## src/rtl/ballast_consts.svh

```systemverilog
/*
 * Timing counts and thresholds for the lamp ballast mode sequencer.
 * Assumes a 40 MHz system clock; included by the design.
 */
`ifndef BALLAST_CONSTS_SVH
`define BALLAST_CONSTS_SVH

//------------------------------------------------------------------------
// Timing
//------------------------------------------------------------------------
`define CLK_PERIOD_PS      25000
`define PREHEAT_FREQ_HZ    75000
`define RUN_FREQ_HZ        42000
`define DEAD_TIME_NS       1000
// Half period in cycles, dead time rounded up.
`define PREHEAT_HALF_CYC   (40000000 / (2 * `PREHEAT_FREQ_HZ))
`define RUN_HALF_CYC       (40000000 / (2 * `RUN_FREQ_HZ))
`define DEAD_CYC           ((`DEAD_TIME_NS * 1000 + `CLK_PERIOD_PS - 1) \
                            / `CLK_PERIOD_PS)
`define OC_FAULT_LIMIT     25
`define CNT_W              12
`endif

```

## src/rtl/ballast_pkg.sv

```systemverilog
/*
 * Types for the lamp ballast mode sequencer.
 * Assumes nothing beyond a SystemVerilog compiler.
 */
package ballast_pkg;
    typedef enum logic [2:0] {
        LOCKOUT,
        FILAMENT_HEAT,
        STRIKE,
        RUN,
        FAULT
    } mode_t;
    typedef enum logic [0:0] {
        PH_ON,
        PH_DEAD
    } phase_t;
endpackage

```

## src/rtl/ballast_mode_sequencer.sv

```systemverilog
/*
 * Mode sequencer for a lamp ballast: lockout, filament heat, strike, run
 * and fault, with alternating half-bridge gates and an over-current count.
 * Assumes comparator flags arrive synchronous to CLK as clean levels.
 */
`timescale 1ns/1ps
`include "ballast_consts.svh"

module ballast_mode_sequencer #(
    parameter int PREHEAT_HALF = `PREHEAT_HALF_CYC,
    parameter int RUN_HALF     = `RUN_HALF_CYC,
    parameter int DEAD         = `DEAD_CYC,
    parameter int OC_LIMIT     = `OC_FAULT_LIMIT
) (
    // Clock and reset.
    input  wire logic CLK,
    input  wire logic RST_N,
    // Comparator flags.
    input  wire logic SUPPLY_START_OK,
    input  wire logic SUPPLY_TURNOFF,
    input  wire logic SHUTDOWN_INPUT_HIGH,
    input  wire logic PREHEAT_TIMER_DONE,
    input  wire logic CURRENT_SENSE_OVER,
    input  wire logic BUS_SENSE_LOW,
    input  wire logic LAMP_IGNITED,
    // Gate outputs.
    output logic      HIGH_SIDE_GATE,
    output logic      LOW_SIDE_GATE,
    output logic      BOOST_SWITCH_GATE,
    // Analog node controls and status.
    output logic      OSCILLATOR_TIMING_NODE_DISCHARGE,
    output logic      PREHEAT_TIMER_NODE_RESET,
    output logic      SUPPLY_PULL_DOWN,
    output logic [2:0] MODE
);

    localparam logic [`CNT_W-1:0] PH_HALF = `CNT_W'(PREHEAT_HALF);
    localparam logic [`CNT_W-1:0] RN_HALF = `CNT_W'(RUN_HALF);
    localparam logic [`CNT_W-1:0] DT      = `CNT_W'(DEAD);
    localparam logic [6:0]        OC_LIM  = 7'(OC_LIMIT);

    ballast_pkg::mode_t  mode_q, mode_d;
    ballast_pkg::phase_t phase_q, phase_d;
    logic [`CNT_W-1:0]   tmr_q, tmr_d;
    logic                low_next_q, low_next_d;
    logic [6:0]          oc_q, oc_d;
    logic                hs_q, hs_d, ls_q, ls_d, bst_q, bst_d;
    logic                pull_q, pull_d;
    logic                osc_run;
    logic                osc_next;
    logic                oc_event;
    logic [`CNT_W-1:0]   on_len;

    //--------------------------------------------------------------------
    // Mode, oscillator and counter
    //--------------------------------------------------------------------
    always_comb begin
        mode_d     = mode_q;
        phase_d    = phase_q;
        tmr_d      = tmr_q;
        low_next_d = low_next_q;
        oc_d       = oc_q;
        pull_d     = 1'b0;
        osc_run    = (mode_q == ballast_pkg::FILAMENT_HEAT) ||
                     (mode_q == ballast_pkg::STRIKE) ||
                     (mode_q == ballast_pkg::RUN);
        on_len     = (mode_q == ballast_pkg::RUN) ? (RN_HALF - DT)
                                                  : (PH_HALF - DT);
        // Only over-currents during the low-side on-time count.
        oc_event   = CURRENT_SENSE_OVER && ls_q;
        if (osc_run) begin
            if (tmr_q != '0) begin
                tmr_d = tmr_q - 1'b1;
            end else if (phase_q == ballast_pkg::PH_ON) begin
                phase_d    = ballast_pkg::PH_DEAD;
                tmr_d      = DT - 1'b1;
                low_next_d = ~low_next_q;
            end else begin
                phase_d = ballast_pkg::PH_ON;
                tmr_d   = on_len - 1'b1;
            end
        end
        case (mode_q)
            ballast_pkg::LOCKOUT: begin
                oc_d       = '0;
                phase_d    = ballast_pkg::PH_ON;
                low_next_d = 1'b1;
                tmr_d      = PH_HALF - DT - 1'b1;
                if (SUPPLY_START_OK && !SHUTDOWN_INPUT_HIGH) begin
                    mode_d = ballast_pkg::FILAMENT_HEAT;
                end
            end
            ballast_pkg::FILAMENT_HEAT, ballast_pkg::STRIKE: begin
                if (oc_event) begin
                    oc_d = oc_q + 1'b1;
                end
                if (oc_event && oc_q >= OC_LIM) begin
                    mode_d = ballast_pkg::FAULT;
                end else if (mode_q == ballast_pkg::FILAMENT_HEAT) begin
                    if (PREHEAT_TIMER_DONE) begin
                        mode_d = ballast_pkg::STRIKE;
                    end
                end else if (LAMP_IGNITED) begin
                    mode_d = ballast_pkg::RUN;
                end
            end
            ballast_pkg::RUN: begin
                if (CURRENT_SENSE_OVER) begin
                    mode_d = ballast_pkg::FAULT;
                end
            end
            ballast_pkg::FAULT: begin
                mode_d = ballast_pkg::FAULT;
            end
            default: begin
                mode_d = ballast_pkg::LOCKOUT;
            end
        endcase
        if (mode_q != ballast_pkg::LOCKOUT) begin
            if (SUPPLY_TURNOFF || SHUTDOWN_INPUT_HIGH) begin
                mode_d = ballast_pkg::LOCKOUT;
            end
            if (BUS_SENSE_LOW) begin
                mode_d = ballast_pkg::LOCKOUT;
                pull_d = 1'b1;
            end
        end
        // Gates are registered; both low outside oscillating modes.
        // They follow the next mode, so the first low-side pulse starts
        // in the same cycle as the mode change out of lockout.
        osc_next = (mode_d == ballast_pkg::FILAMENT_HEAT) ||
                   (mode_d == ballast_pkg::STRIKE) ||
                   (mode_d == ballast_pkg::RUN);
        hs_d  = osc_next && phase_d == ballast_pkg::PH_ON &&
                !low_next_d;
        ls_d  = osc_next && phase_d == ballast_pkg::PH_ON &&
                low_next_d;
        bst_d = osc_next;
    end

    always_ff @(posedge CLK or negedge RST_N) begin
        if (!RST_N) begin
            mode_q     <= ballast_pkg::LOCKOUT;
            phase_q    <= ballast_pkg::PH_ON;
            tmr_q      <= '0;
            low_next_q <= 1'b1;
            oc_q       <= '0;
            hs_q       <= 1'b0;
            ls_q       <= 1'b0;
            bst_q      <= 1'b0;
            pull_q     <= 1'b0;
        end else begin
            mode_q     <= mode_d;
            phase_q    <= phase_d;
            tmr_q      <= tmr_d;
            low_next_q <= low_next_d;
            oc_q       <= oc_d;
            hs_q       <= hs_d;
            ls_q       <= ls_d;
            bst_q      <= bst_d;
            pull_q     <= pull_d;
        end
    end

    assign HIGH_SIDE_GATE    = hs_q;
    assign LOW_SIDE_GATE     = ls_q;
    assign BOOST_SWITCH_GATE = bst_q;
    assign SUPPLY_PULL_DOWN  = pull_q;
    assign MODE              = mode_q;
    // Timing node held discharged in lockout and fault.
    assign OSCILLATOR_TIMING_NODE_DISCHARGE =
        (mode_q == ballast_pkg::LOCKOUT) || (mode_q == ballast_pkg::FAULT);
    // Preheat timer held reset except while heating, striking or running.
    assign PREHEAT_TIMER_NODE_RESET =
        (mode_q == ballast_pkg::LOCKOUT) || (mode_q == ballast_pkg::FAULT);

    //--------------------------------------------------------------------
    // Checks
    //--------------------------------------------------------------------
    lockout_gates_a: assert property (@(posedge CLK) disable iff (!RST_N)
        mode_q == ballast_pkg::LOCKOUT |-> !hs_q && !ls_q &&
        OSCILLATOR_TIMING_NODE_DISCHARGE && PREHEAT_TIMER_NODE_RESET)
        else $error("gates active in lockout");
    start_cond_a: assert property (@(posedge CLK) disable iff (!RST_N)
        mode_q == ballast_pkg::LOCKOUT && SUPPLY_START_OK &&
        !SHUTDOWN_INPUT_HIGH |=> mode_q == ballast_pkg::FILAMENT_HEAT)
        else $error("lockout not left");
    first_low_a: assert property (@(posedge CLK) disable iff (!RST_N)
        mode_q == ballast_pkg::LOCKOUT ##1 mode_q ==
        ballast_pkg::FILAMENT_HEAT |-> ls_q && !hs_q)
        else $error("first pulse not low side");
    no_overlap_a: assert property (@(posedge CLK) disable iff (!RST_N)
        !(hs_q && ls_q))
        else $error("both gates high");
    dead_gap_a: assert property (@(posedge CLK) disable iff (!RST_N)
        $fell(ls_q) && osc_run && mode_q == $past(mode_q)
        |-> !hs_q [*2])
        else $error("dead time missing");
    heat_to_strike_a: assert property (@(posedge CLK) disable iff (!RST_N)
        mode_q == ballast_pkg::FILAMENT_HEAT && PREHEAT_TIMER_DONE &&
        !CURRENT_SENSE_OVER && !SUPPLY_TURNOFF && !SHUTDOWN_INPUT_HIGH &&
        !BUS_SENSE_LOW |=> mode_q == ballast_pkg::STRIKE)
        else $error("strike not entered");
    oc_count_a: assert property (@(posedge CLK) disable iff (!RST_N)
        (mode_q == ballast_pkg::FILAMENT_HEAT ||
         mode_q == ballast_pkg::STRIKE) && oc_event && oc_q >= OC_LIM &&
        !BUS_SENSE_LOW && !SUPPLY_TURNOFF && !SHUTDOWN_INPUT_HIGH
        |=> mode_q == ballast_pkg::FAULT)
        else $error("count fault missed");
    run_fault_a: assert property (@(posedge CLK) disable iff (!RST_N)
        mode_q == ballast_pkg::RUN && CURRENT_SENSE_OVER && !BUS_SENSE_LOW
        && !SUPPLY_TURNOFF && !SHUTDOWN_INPUT_HIGH
        |=> mode_q == ballast_pkg::FAULT)
        else $error("run fault missed");
    fault_low_a: assert property (@(posedge CLK) disable iff (!RST_N)
        mode_q == ballast_pkg::FAULT |-> !hs_q && !ls_q && !bst_q)
        else $error("gate high in fault");
    bus_low_a: assert property (@(posedge CLK) disable iff (!RST_N)
        mode_q != ballast_pkg::LOCKOUT && BUS_SENSE_LOW
        |=> mode_q == ballast_pkg::LOCKOUT && SUPPLY_PULL_DOWN && !hs_q)
        else $error("bus under-voltage ignored");
    fault_exit_a: assert property (@(posedge CLK) disable iff (!RST_N)
        mode_q == ballast_pkg::FAULT && !SUPPLY_TURNOFF &&
        !SHUTDOWN_INPUT_HIGH && !BUS_SENSE_LOW
        |=> mode_q == ballast_pkg::FAULT)
        else $error("fault left wrongly");
    oc_gate_a: assert property (@(posedge CLK) disable iff (!RST_N)
        !ls_q && mode_q == ballast_pkg::FILAMENT_HEAT |=> $stable(oc_q))
        else $error("counted outside low on-time");
    oc_clear_a: assert property (@(posedge CLK) disable iff (!RST_N)
        mode_q == ballast_pkg::LOCKOUT |=> oc_q == 7'h00)
        else $error("counter not cleared");

endmodule

```

## config.mk

```make
export PLATFORM = sky130hd
export DESIGN_NAME = ballast_mode_sequencer
export DESIGN_NICKNAME = d
export VERILOG_FILES = /design/src/rtl/ballast_pkg.sv /design/src/rtl/ballast_mode_sequencer.sv
export VERILOG_INCLUDE_DIRS = /design/src /design/src/rtl
export SDC_FILE = /design/constraint.sdc
export NUM_CORES = 1
export LEC_CHECK = 0
export BUFFER_PORTS_ARGS = -buffer_cell sky130_fd_sc_hd__buf_4
export CORE_ASPECT_RATIO = 0.7
export CORE_MARGIN = 4
export CORE_UTILIZATION = 60
export CTS_BUF_LIST = sky130_fd_sc_hd__clkbuf_4
export CTS_CLUSTER_SIZE = 20
export DETAILED_ROUTE_END_ITERATION = 8
export HOLD_SLACK_MARGIN = 0.12
export PLACE_DENSITY = 0.81
export SLEW_MARGIN = 10
export SYNTH_ARGS = -nofsm -noshare
export SYNTH_HDL_FRONTEND = slang
export SYNTH_SLANG_ARGS = --single-unit
```

## constraint.sdc

```tcl
create_clock -name CLK -period 3 [get_ports CLK]
set_input_delay 0.15 -clock CLK [delete_from_list [all_inputs] [get_ports CLK]]
set_output_delay 0.15 -clock CLK [all_outputs]
set_load 0.02 [all_outputs]
```

After elaboration in Yosys (flattened, before gate mapping)
Cells that the tools add are included.
Widths: inputs -> output; s select.

operators by class
  mux-type cells = 27
  bitwise gates (word level) = 2
  $lt $le $gt $ge = 1
  reduce and logical (&&, ||, !) cells = 21
  equality and inequality tests = 8
  $add $sub $neg = 3

operator list
  kind                   count
  $mux 12                4
  $mux 3                 9
  $pmux 7 s2             1
  $eq 3x2->1 const B     4
  $pmux 3 s4             1
  $reduce_bool 12->1     1
  $sub 12x1->12 const B  1
  $mux 1                 10
  $sub 9x1->10 const B   1
  $mux 9                 1
  $add 7x1->7 const B    1
  $ge 7x5->1 const B     1
  $mux 7                 1
  $eq 3x1->1 const B     2
  $logic_and 1x1->1      6
  $logic_or 1x1->1       6
  $reduce_bool 2->1      2
  $eq 3x3->1 const B     1
  $logic_not 3->1        1
  $reduce_bool 3->1      1
  $logic_not 1->1        2
  $ne 2x2->1 const B     1
  $not 1->1              2
  $reduce_and 2->1       1
  $reduce_or 2->1        1

word-level totals
  output and inout port bits = 9
  input port bits = 9
  flip-flop bits (word level) = 28
  logic and storage cells = 71

Depth between registers and ports, before layout
Gate-level depths: netlist of the first run.

  word-level depth = 12
  depth in mapped cells = 8
  mapped depth without buffers = 7

Least setup slack after synthesis of the first run
No wires, ideal clock.

  kind = reg-to-reg
  start = register mode_q[2], in the netlist MODE[2]
  end = register tmr_q[6]
  library setup time = 0.126 ns
  arrival = 1.563 ns
  clock period less this slack = 1.689 ns
  stages on the path, launching flop included = 4
  data required time = 2.874 ns
  buffers on the path = 1
  setup slack = 1.311 ns
  path through = dfrtp_1 clkbuf_1 or4_1 a221o_1

on the way
  cells in the longest elaborated chain, start to end = 7
  elaborated cells on any way between the ends = 13
  classes of those cells = add/sub (1); eq/ne (3); mux (5); reduce/logical (4)

RTL lines
  element                   RTL line                                                    source
  start: declaration        ballast_mode_sequencer.sv:42                                ballast_pkg::mode_t mode_q, mode_d;
  start signal: assignment  ballast_mode_sequencer.sv:143                               mode_q <= ballast_pkg::LOCKOUT;
  start signal: assignment  ballast_mode_sequencer.sv:153                               mode_q <= mode_d;
  $eq 3x2->1                ballast_mode_sequencer.sv:66, ballast_mode_sequencer.sv:67
  $mux 9                    ballast_mode_sequencer.sv:67                                on_len = (mode_q == ballast_pkg::RUN) ? (RN_HALF - DT)
  $sub 9x1->10              ballast_mode_sequencer.sv:80                                tmr_d = on_len - 1'b1;
  $mux 12                   ballast_mode_sequencer.sv:74                                end else if (phase_q == ballast_pkg::PH_ON) begin
  $mux 12                   ballast_mode_sequencer.sv:72                                if (tmr_q != '0) begin
  $mux 12                   ballast_mode_sequencer.sv:71                                if (osc_run) begin
  $mux 12                   ballast_mode_sequencer.sv:83                                case (mode_q)
  end signal: assignment    ballast_mode_sequencer.sv:155                               tmr_q <= tmr_d;
  end: declaration          ballast_mode_sequencer.sv:44                                logic [`CNT_W-1:0] tmr_q, tmr_d;

Parallel ways exist; a longest one is shown, timed or not. The select of a mux whose other input is x is not followed.
A chain may end at the register's enable or synchronous reset.

Worst setup path in the final report of the first run
  start = register mode_q[0], in the netlist MODE[0]
  end = register oc_q[4]

on the way
  cells in the longest elaborated chain, start to end = 4
  elaborated cells on any way between the ends = 8
  classes of those cells = eq/ne (3); mux (1); reduce/logical (4)

RTL lines
  element                                                                  RTL line                       source
  $eq 3x1->1 / $eq 3x2->1 (equally long branches)                          ballast_mode_sequencer.sv:83
  $reduce_or 2->1                                                          ballast_mode_sequencer.sv:83
  $ne 2x2->1 (no source line) / $reduce_bool 2->1 (equally long branches)  -
  $reduce_and 2->1 (no source line)                                        -
  end signal: assignment                                                   ballast_mode_sequencer.sv:147  oc_q <= '0;
  end signal: assignment                                                   ballast_mode_sequencer.sv:157  oc_q <= oc_d;
  end: declaration                                                         ballast_mode_sequencer.sv:46   logic [6:0] oc_q, oc_d;

Parallel ways exist; a longest one is shown, timed or not.

==> qor.yml, run 1 <==
run_status:
  status: "finished, final reports clean"
synth:
  syn_avg_cell_area_um2: 9.14
  syn_nets: 201
  synthFlopType: "dfrtp_1"
  synth_top_area_share_pct: 39.3
  yosysTopAreaCell: "dfrtp_1"
  syn_area_mm2: 0.00172
  syn_inst: 188
  synth_edf_count: 0
  synth_cell_types: 54
  yosysMostFrequentCell: "dfrtp_1"
  yosysWarnings: 0
  ys_top_cells_by_area: "dfrtp_1 (39%), nand2_1 (3.7%), nor4_4 (3.7%)"
  ys_async_sr_fraction_pct: 100
  ys_seq_elements: 28
  ys_seq_area_share_pct: 40.9
  ys_top_cells_by_count: "dfrtp_1 (27), nand2_1 (17), nor2_1 (15), a21oi_1 (11), o21ai_0 (11)"
layout:
  syn2layout_area_growth_pct: 11.4
  layout-drive-gt1-share_pct: 19.8
  nets: 216
  fin_util_pct: 73.9
  num_antenna_cells: 0
worst_setup_path:
  r2r-end: "oc_q[4]$_DFFE_PN0P_"
  reg2reg_slack_ps: 820
  slowest_delay_ps: 620
  end_kind: "flop"
  path_cells: "xor2_1, nand4_1, and2_1, o21ai_0, o31ai_1"
  critPathTopFamily: "simple AND/OR/NAND/NOR gates"
  rr_startpoint: "MODE[0]$_DFF_PN0_"
  path_class: "reg2reg"
  start_kind: "flop"
  critPathSlowestCell: "dfrtp_1"
  reg2reg_depth: 5
  worst_ep_arrival_time_ps: 2400
  crit_required_ps: 3220
  crit_buf_inv: 0
  worstPathMaxFanout: 12
placement:
  dp_hpwl_um: 3010
  routabilityCongestion: 0.869
  port_buffers: 17
grt:
  grt-ovfl-total: 0
  grt_pass1_wl_um: 7140
  grt_max_degree: 29
  grt_antenna_before_repair: 0
  grt_pass1_vias: 1469
  grt_usage_pct: 24.4
timing:
  relSlewSlack_pct: 59.9
  tightestPinTransition_ps: 601
  rsz0062_at_grt: "no"
  setup_violations: 0
  hold_viol_final: 0
  fmax_ghz: 0.459
  skew_ps: 20.4
  fin_crit_ps: 2180
  period_share_pct: 72.7
  setup_tns_ps: 0
  finalMaxSlewViolations: 0
drt:
  routed_via_density: 6.60
  first_pass_iters: 4
  drtIter0Drc: 237
  wl_per_cell_um: 17.5
  finalWirelength_um: 4120
  num_vias: 1557
  drtAntennaViolNets: 0
  drc: 0
floorplan:
  ioPinCount: 18
  initial_core_util_pct: 66.3
  row_count: 15
  core-area_mm2: 0.00259
  dieArea_mm2: 0.00380
  die_h_um: 52.8
  fp.dieW_um: 72.0
cts:
  cts_tree: "done"
  clockRootBuffer: "clkbuf_4"
  h-tree-depth: 1
  clock_latency_ps: 350
  path_clk_slew_ps: 170
  cts_sinks: 28
  cts_made_buffers: 3
  clockBufferDepth: 2
  cts_resized: 0
run:
  drv_cap: 0
min_path:
  hold_depth: 4
  hold_path.class: "in2reg"
  holdCritStartpoint: "CURRENT_SENSE_OVER"
  hold_end: "MODE[1]$_DFF_PN0_"
power_and_ir_drop:
  p_per_area_mw_per_mm2: 772
  ir_drop_uv: 443
  power_leakage_uw: 0.000815
-- cell type report --
class,instances,area (um2)
clock buffer,3,22.5
clock inverter,1,30.0
fill,197,676
inverter,6,22.5
multi-input combinational,144,940
sequential,28,702
tap,34,42.5
timing repair buffer,20,155
-- sequential cells by signal (all words and copies together), names as in the netlist --
register           count
tmr_q                 12
oc_q                   7
MODE                   3
BOOST_SWITCH_GATE      1
HIGH_SIDE_GATE         1
LOW_SIDE_GATE          1
SUPPLY_PULL_DOWN       1
low_next_q             1
phase_q                1
-- per-stage QoR --
stage / setup WS, ps / instance area (um2) / hold slack (ps) / total power, uW / instances
2_1_floorplan: 1310 / 1720 / -146 / 1030 / 188
5_1_grt: 535 / 1910 / 140 / 1590 / 236
6_report: 820 / 1910 / 154 / 1480 / 236
4_1_cts: 856 / 1910 / 151 / 1470 / 236
3_3_place_gp: 1020 / 1840 / 86.4 / 1190 / 230
3_5_place_dp: 895 / 1840 / 91.1 / 1220 / 230
-- worst min-delay path, cell delays in order --
cell,delay (ps)
buf_4,110
nor2_1,60
nor2_1,110
nor3_1,60
-- layer usage --
layer  up-vias  track usage [%]  routed length (um)
met5         -                0                   0
met4         0             5.31                  27
met3         7             5.75                 386
met2        74             37.5                1870
met1       752             35.0                1840
li1        724                -                   -
-- power by group --
group	internal, uW	switching [uW]	total [uW]
sequential	441	94.4	535
clock	135	119	254
combinational	251	437	688
total	828	650	1480
-- how the worst max path moves through the flow --
| stage | startpoint | endpoint | slack [ps] | cells after the start |
|---|---|---|---|---|
| after floorplan | MODE[2]$_DFF_PN0_ | tmr_q[6]$_DFFE_PN0P_ | 1310 | 3 |
| after global placement | tmr_q[0]$_DFFE_PN0P_ | tmr_q[1]$_DFFE_PN0P_ | 1020 | 7 |
| after detailed placement | MODE[0]$_DFF_PN0_ | oc_q[4]$_DFFE_PN0P_ | 900 | 5 |
| after CTS | MODE[0]$_DFF_PN0_ | oc_q[4]$_DFFE_PN0P_ | 860 | 5 |
| after global routing | MODE[0]$_DFF_PN0_ | oc_q[2]$_DFFE_PN0P_ | 530 | 5 |
| final | MODE[0]$_DFF_PN0_ | oc_q[4]$_DFFE_PN0P_ | 820 | 5 |
-- cells by family after synthesis --
logic type      Yosys count  share of synthesized area, %
simple gates             80                          28.2
flops                    28                          40.9
buf+inv                  16                          4.44
mux                       1                         0.583
xor+xnor                  1                         0.510
fa+ha+maj                 4                          2.91
compound gates           58                          22.5
-- layout by cell type (no fill, tap or decap), types with 2 or more instances in the layout --
master and instances:
buf_4 18, or3_4 2, nand2_1 17, clkbuf_4 3
nand4_1 3, and3_1 2, nor2b_1 4, and2_1 4
nor3b_1 2, nor2_1 15, dlygate4sd3_1 2, nand2b_1 2
nor4_4 3, o31ai_1 3, a21oi_1 11, o21ai_1 7
or4_1 2, nor2_2 2, a21o_1 2, a311oi_1 3
a31o_2 2, o21ai_0 11, nor3_1 7, dfrtp_1 27
a31oi_1 5, inv_1 6, o21bai_1 2, nor4_1 2
ha_1 4, nand3_1 5
-- what timing repair did --
action                                  CTS  global route
hold endpoints to repair                 29             0
buffers inserted                          0             0
hold buffers                              2             0
endpoints found under the setup margin    0             0
No activity file was read; power rests on OpenSTA's default activity.
==> run 2: changes to the inputs <==
Clock period 3 ns to 2.24 ns, I/O delays scaled along.
==> qor.yml, run 2 (synthesis results as in run 1) <==
timing:
  skew_ps: 19.5  # -0.955 ps
  hold_viol_final: 0  # unchanged
  setup_violations: 0  # unchanged
  rsz0062_at_grt: "no"
  tightestPinTransition_ps: 559  # -42.4 ps
  fmax_ghz: 0.494  # +7.6%
  relSlewSlack_pct: 62.7  # +2.8 points
  finalMaxSlewViolations: 0  # unchanged
  setup_tns_ps: 0  # unchanged
  period_share_pct: 90.4  # +18 points
  fin_crit_ps: 2030  # -155 ps
run_status:
  status: "finished, final reports clean"
grt:
  grt_pass1_vias: 1454  # -1.0%
  grt-ovfl-total: 0  # unchanged
  grt_antenna_before_repair: 0  # unchanged
  grt_max_degree: 29  # unchanged
  grt_pass1_wl_um: 7170  # +0.39%
  grt_usage_pct: 24.9  # +0.52 points
layout:
  syn2layout_area_growth_pct: 11.6
  multi_input_area_um2: 940  # unchanged
  final_cell_mix: "dfrtp_1 (27), buf_4 (20), nand2_1 (17)"
  layout_commonest_cell: "dfrtp_1"
  nets: 219  # +1.4%
  top_register: "tmr_q"
  fin_util_pct: 74.0  # +0.097 points
  n_fill_cell: 181  # -8.1%
  ff_latch_area_um2: 702  # unchanged
  layout-drive-gt1-share_pct: 20.5  # +0.69 points
  largest_register_ffs: 12  # unchanged
  num_antenna_cells: 0  # unchanged
floorplan:
  core-area_mm2: 0.00259  # unchanged
  initial_core_util_pct: 66.3  # unchanged
  ioPinCount: 18  # unchanged
  dieArea_mm2: 0.00380  # unchanged
  die_h_um: 52.8  # unchanged
  row_count: 15  # unchanged
  fp.dieW_um: 72.0  # unchanged
drt:
  num_vias: 1528  # -1.9%
  first_pass_iters: 4  # unchanged
  routed_via_density: 6.39  # -3.1%
  finalWirelength_um: 4140  # +0.49%
  drc: 0  # unchanged
  drtAntennaViolNets: 0  # unchanged
  drtIter0Drc: 210  # -11%
  wl_per_cell_um: 17.3  # -0.78%
cts:
  h-tree-depth: 1  # unchanged
  cts_tree: "done"
  postCtsSetupRepairBufs: 0  # unchanged
  clock_latency_ps: 330  # -20 ps
  clockRootBuffer: "clkbuf_4"
  path_clk_slew_ps: 150  # -20 ps
  cts_sinks: 28  # unchanged
  cts_made_buffers: 3  # unchanged
  clockBufferDepth: 2  # unchanged
worst_setup_path:
  reg2reg_slack_ps: 210  # -610 ps
  end_kind: "flop"
  crit_required_ps: 2450  # -770 ps
  worstPathMaxFanout: 12  # unchanged
  start_kind: "flop"
  worst_ep_arrival_time_ps: 2240  # -160 ps
  path_class: "reg2reg"
power_and_ir_drop:
  p_sw_uw: 864  # +33%
  power_leakage_uw: 0.000819  # +0.53%
  pwr-share-seq_pct: 38.6  # +2.4 points
  p_int_uw: 1020  # +23%
  ir_drop_uv: 598  # +35%
  swShare_pct: 46.0  # +2.0 points
  p_per_area_mw_per_mm2: 980  # +27%
  pwr-share-comb_pct: 49.3  # +2.7 points
  clockPowerShare_pct: 12.1  # -5.1 points
placement:
  port_buffers: 17  # unchanged
  dp_hpwl_um: 3080  # +2.2%
  routabilityCongestion: 0.905  # +4.1%
run:
  drv_cap: 0  # unchanged
min_path:
  hold_path.class: "in2reg"
## run 2: cell count changes in the layout (fill, tap and decap cells not counted)
cell	before	now
bufinv_16	1	0
dlygate4sd3_1	2	3
clkbuf_4	3	4
buf_4	18	20
## run 2: worst paths after layout
| path | cells after the start | endpoint | startpoint |
|---|---|---|---|
| setup / recovery | 5 | oc_q[3]$_DFFE_PN0P_ | MODE[1]$_DFF_PN0_ |
| hold / removal | 5 | MODE[1]$_DFF_PN0_ | PREHEAT_TIMER_DONE |
| setup reg to reg | 5 | oc_q[3]$_DFFE_PN0P_ | MODE[1]$_DFF_PN0_ |
| hold reg to reg | 1 | oc_q[6]$_DFFE_PN0P_ | oc_q[6]$_DFFE_PN0P_ |
| max in group asynchronous | 2 | low_next_q$_DFF_PN1_ | RST_N |
| min in group asynchronous | 2 | tmr_q[4]$_DFFE_PN0P_ | RST_N |
## run 2: worst max-delay path, stage by stage, from the launching register on
cell     delay (ps)
dfrtp_1         550
nor2_2          520
nand2_1         270
and2_1          270
o21ai_0         190
o31ai_1          90
## run 2: cell type report
cell class	instances	area share, %
well taps	34	2.22
inverters	6	1.17
repair buffers	23	9.40
clock buffers	4	1.57
multi-input cells	144	49.0
flip-flops and latches	28	36.6
## run 2: per-stage QoR
stage	area, um2	cells	setup WS, ps	hold WS (ps)	power [uW]
2_1_floorplan	1720	188	551	-184	1380
3_3_place_gp	1860	232	329	47.7	1600
3_5_place_dp	1860	232	266	50.4	1640
4_1_cts	1920	239	240	188	1870
5_1_grt	1920	239	3.01	171	2030
6_report	1920	239	215	203	1880
## run 2: layer usage
layer	share of wire [%]	GRT usage, %
met1	48	35.8
met2	44	37.7
met3	7.8	5.36
met4	0.99	7.50
met5	0	0
## run 2: power by group through the flow
stage	clock network (uW)	registers, uW	logic (uW)
after global placement	0	725	879
final	226	726	927
after detailed placement	0	733	911
after CTS	232	723	919
after floorplan	0	726	652
after global routing	263	742	1020
## run 2: timing repair
| action | CTS | global route |
|---|---|---|
| resized for setup | 0 | 0 |
| endpoints found under the hold margin | 30 | 0 |
| hold buffers | 3 | 0 |
| setup endpoints to repair | 0 | 0 |
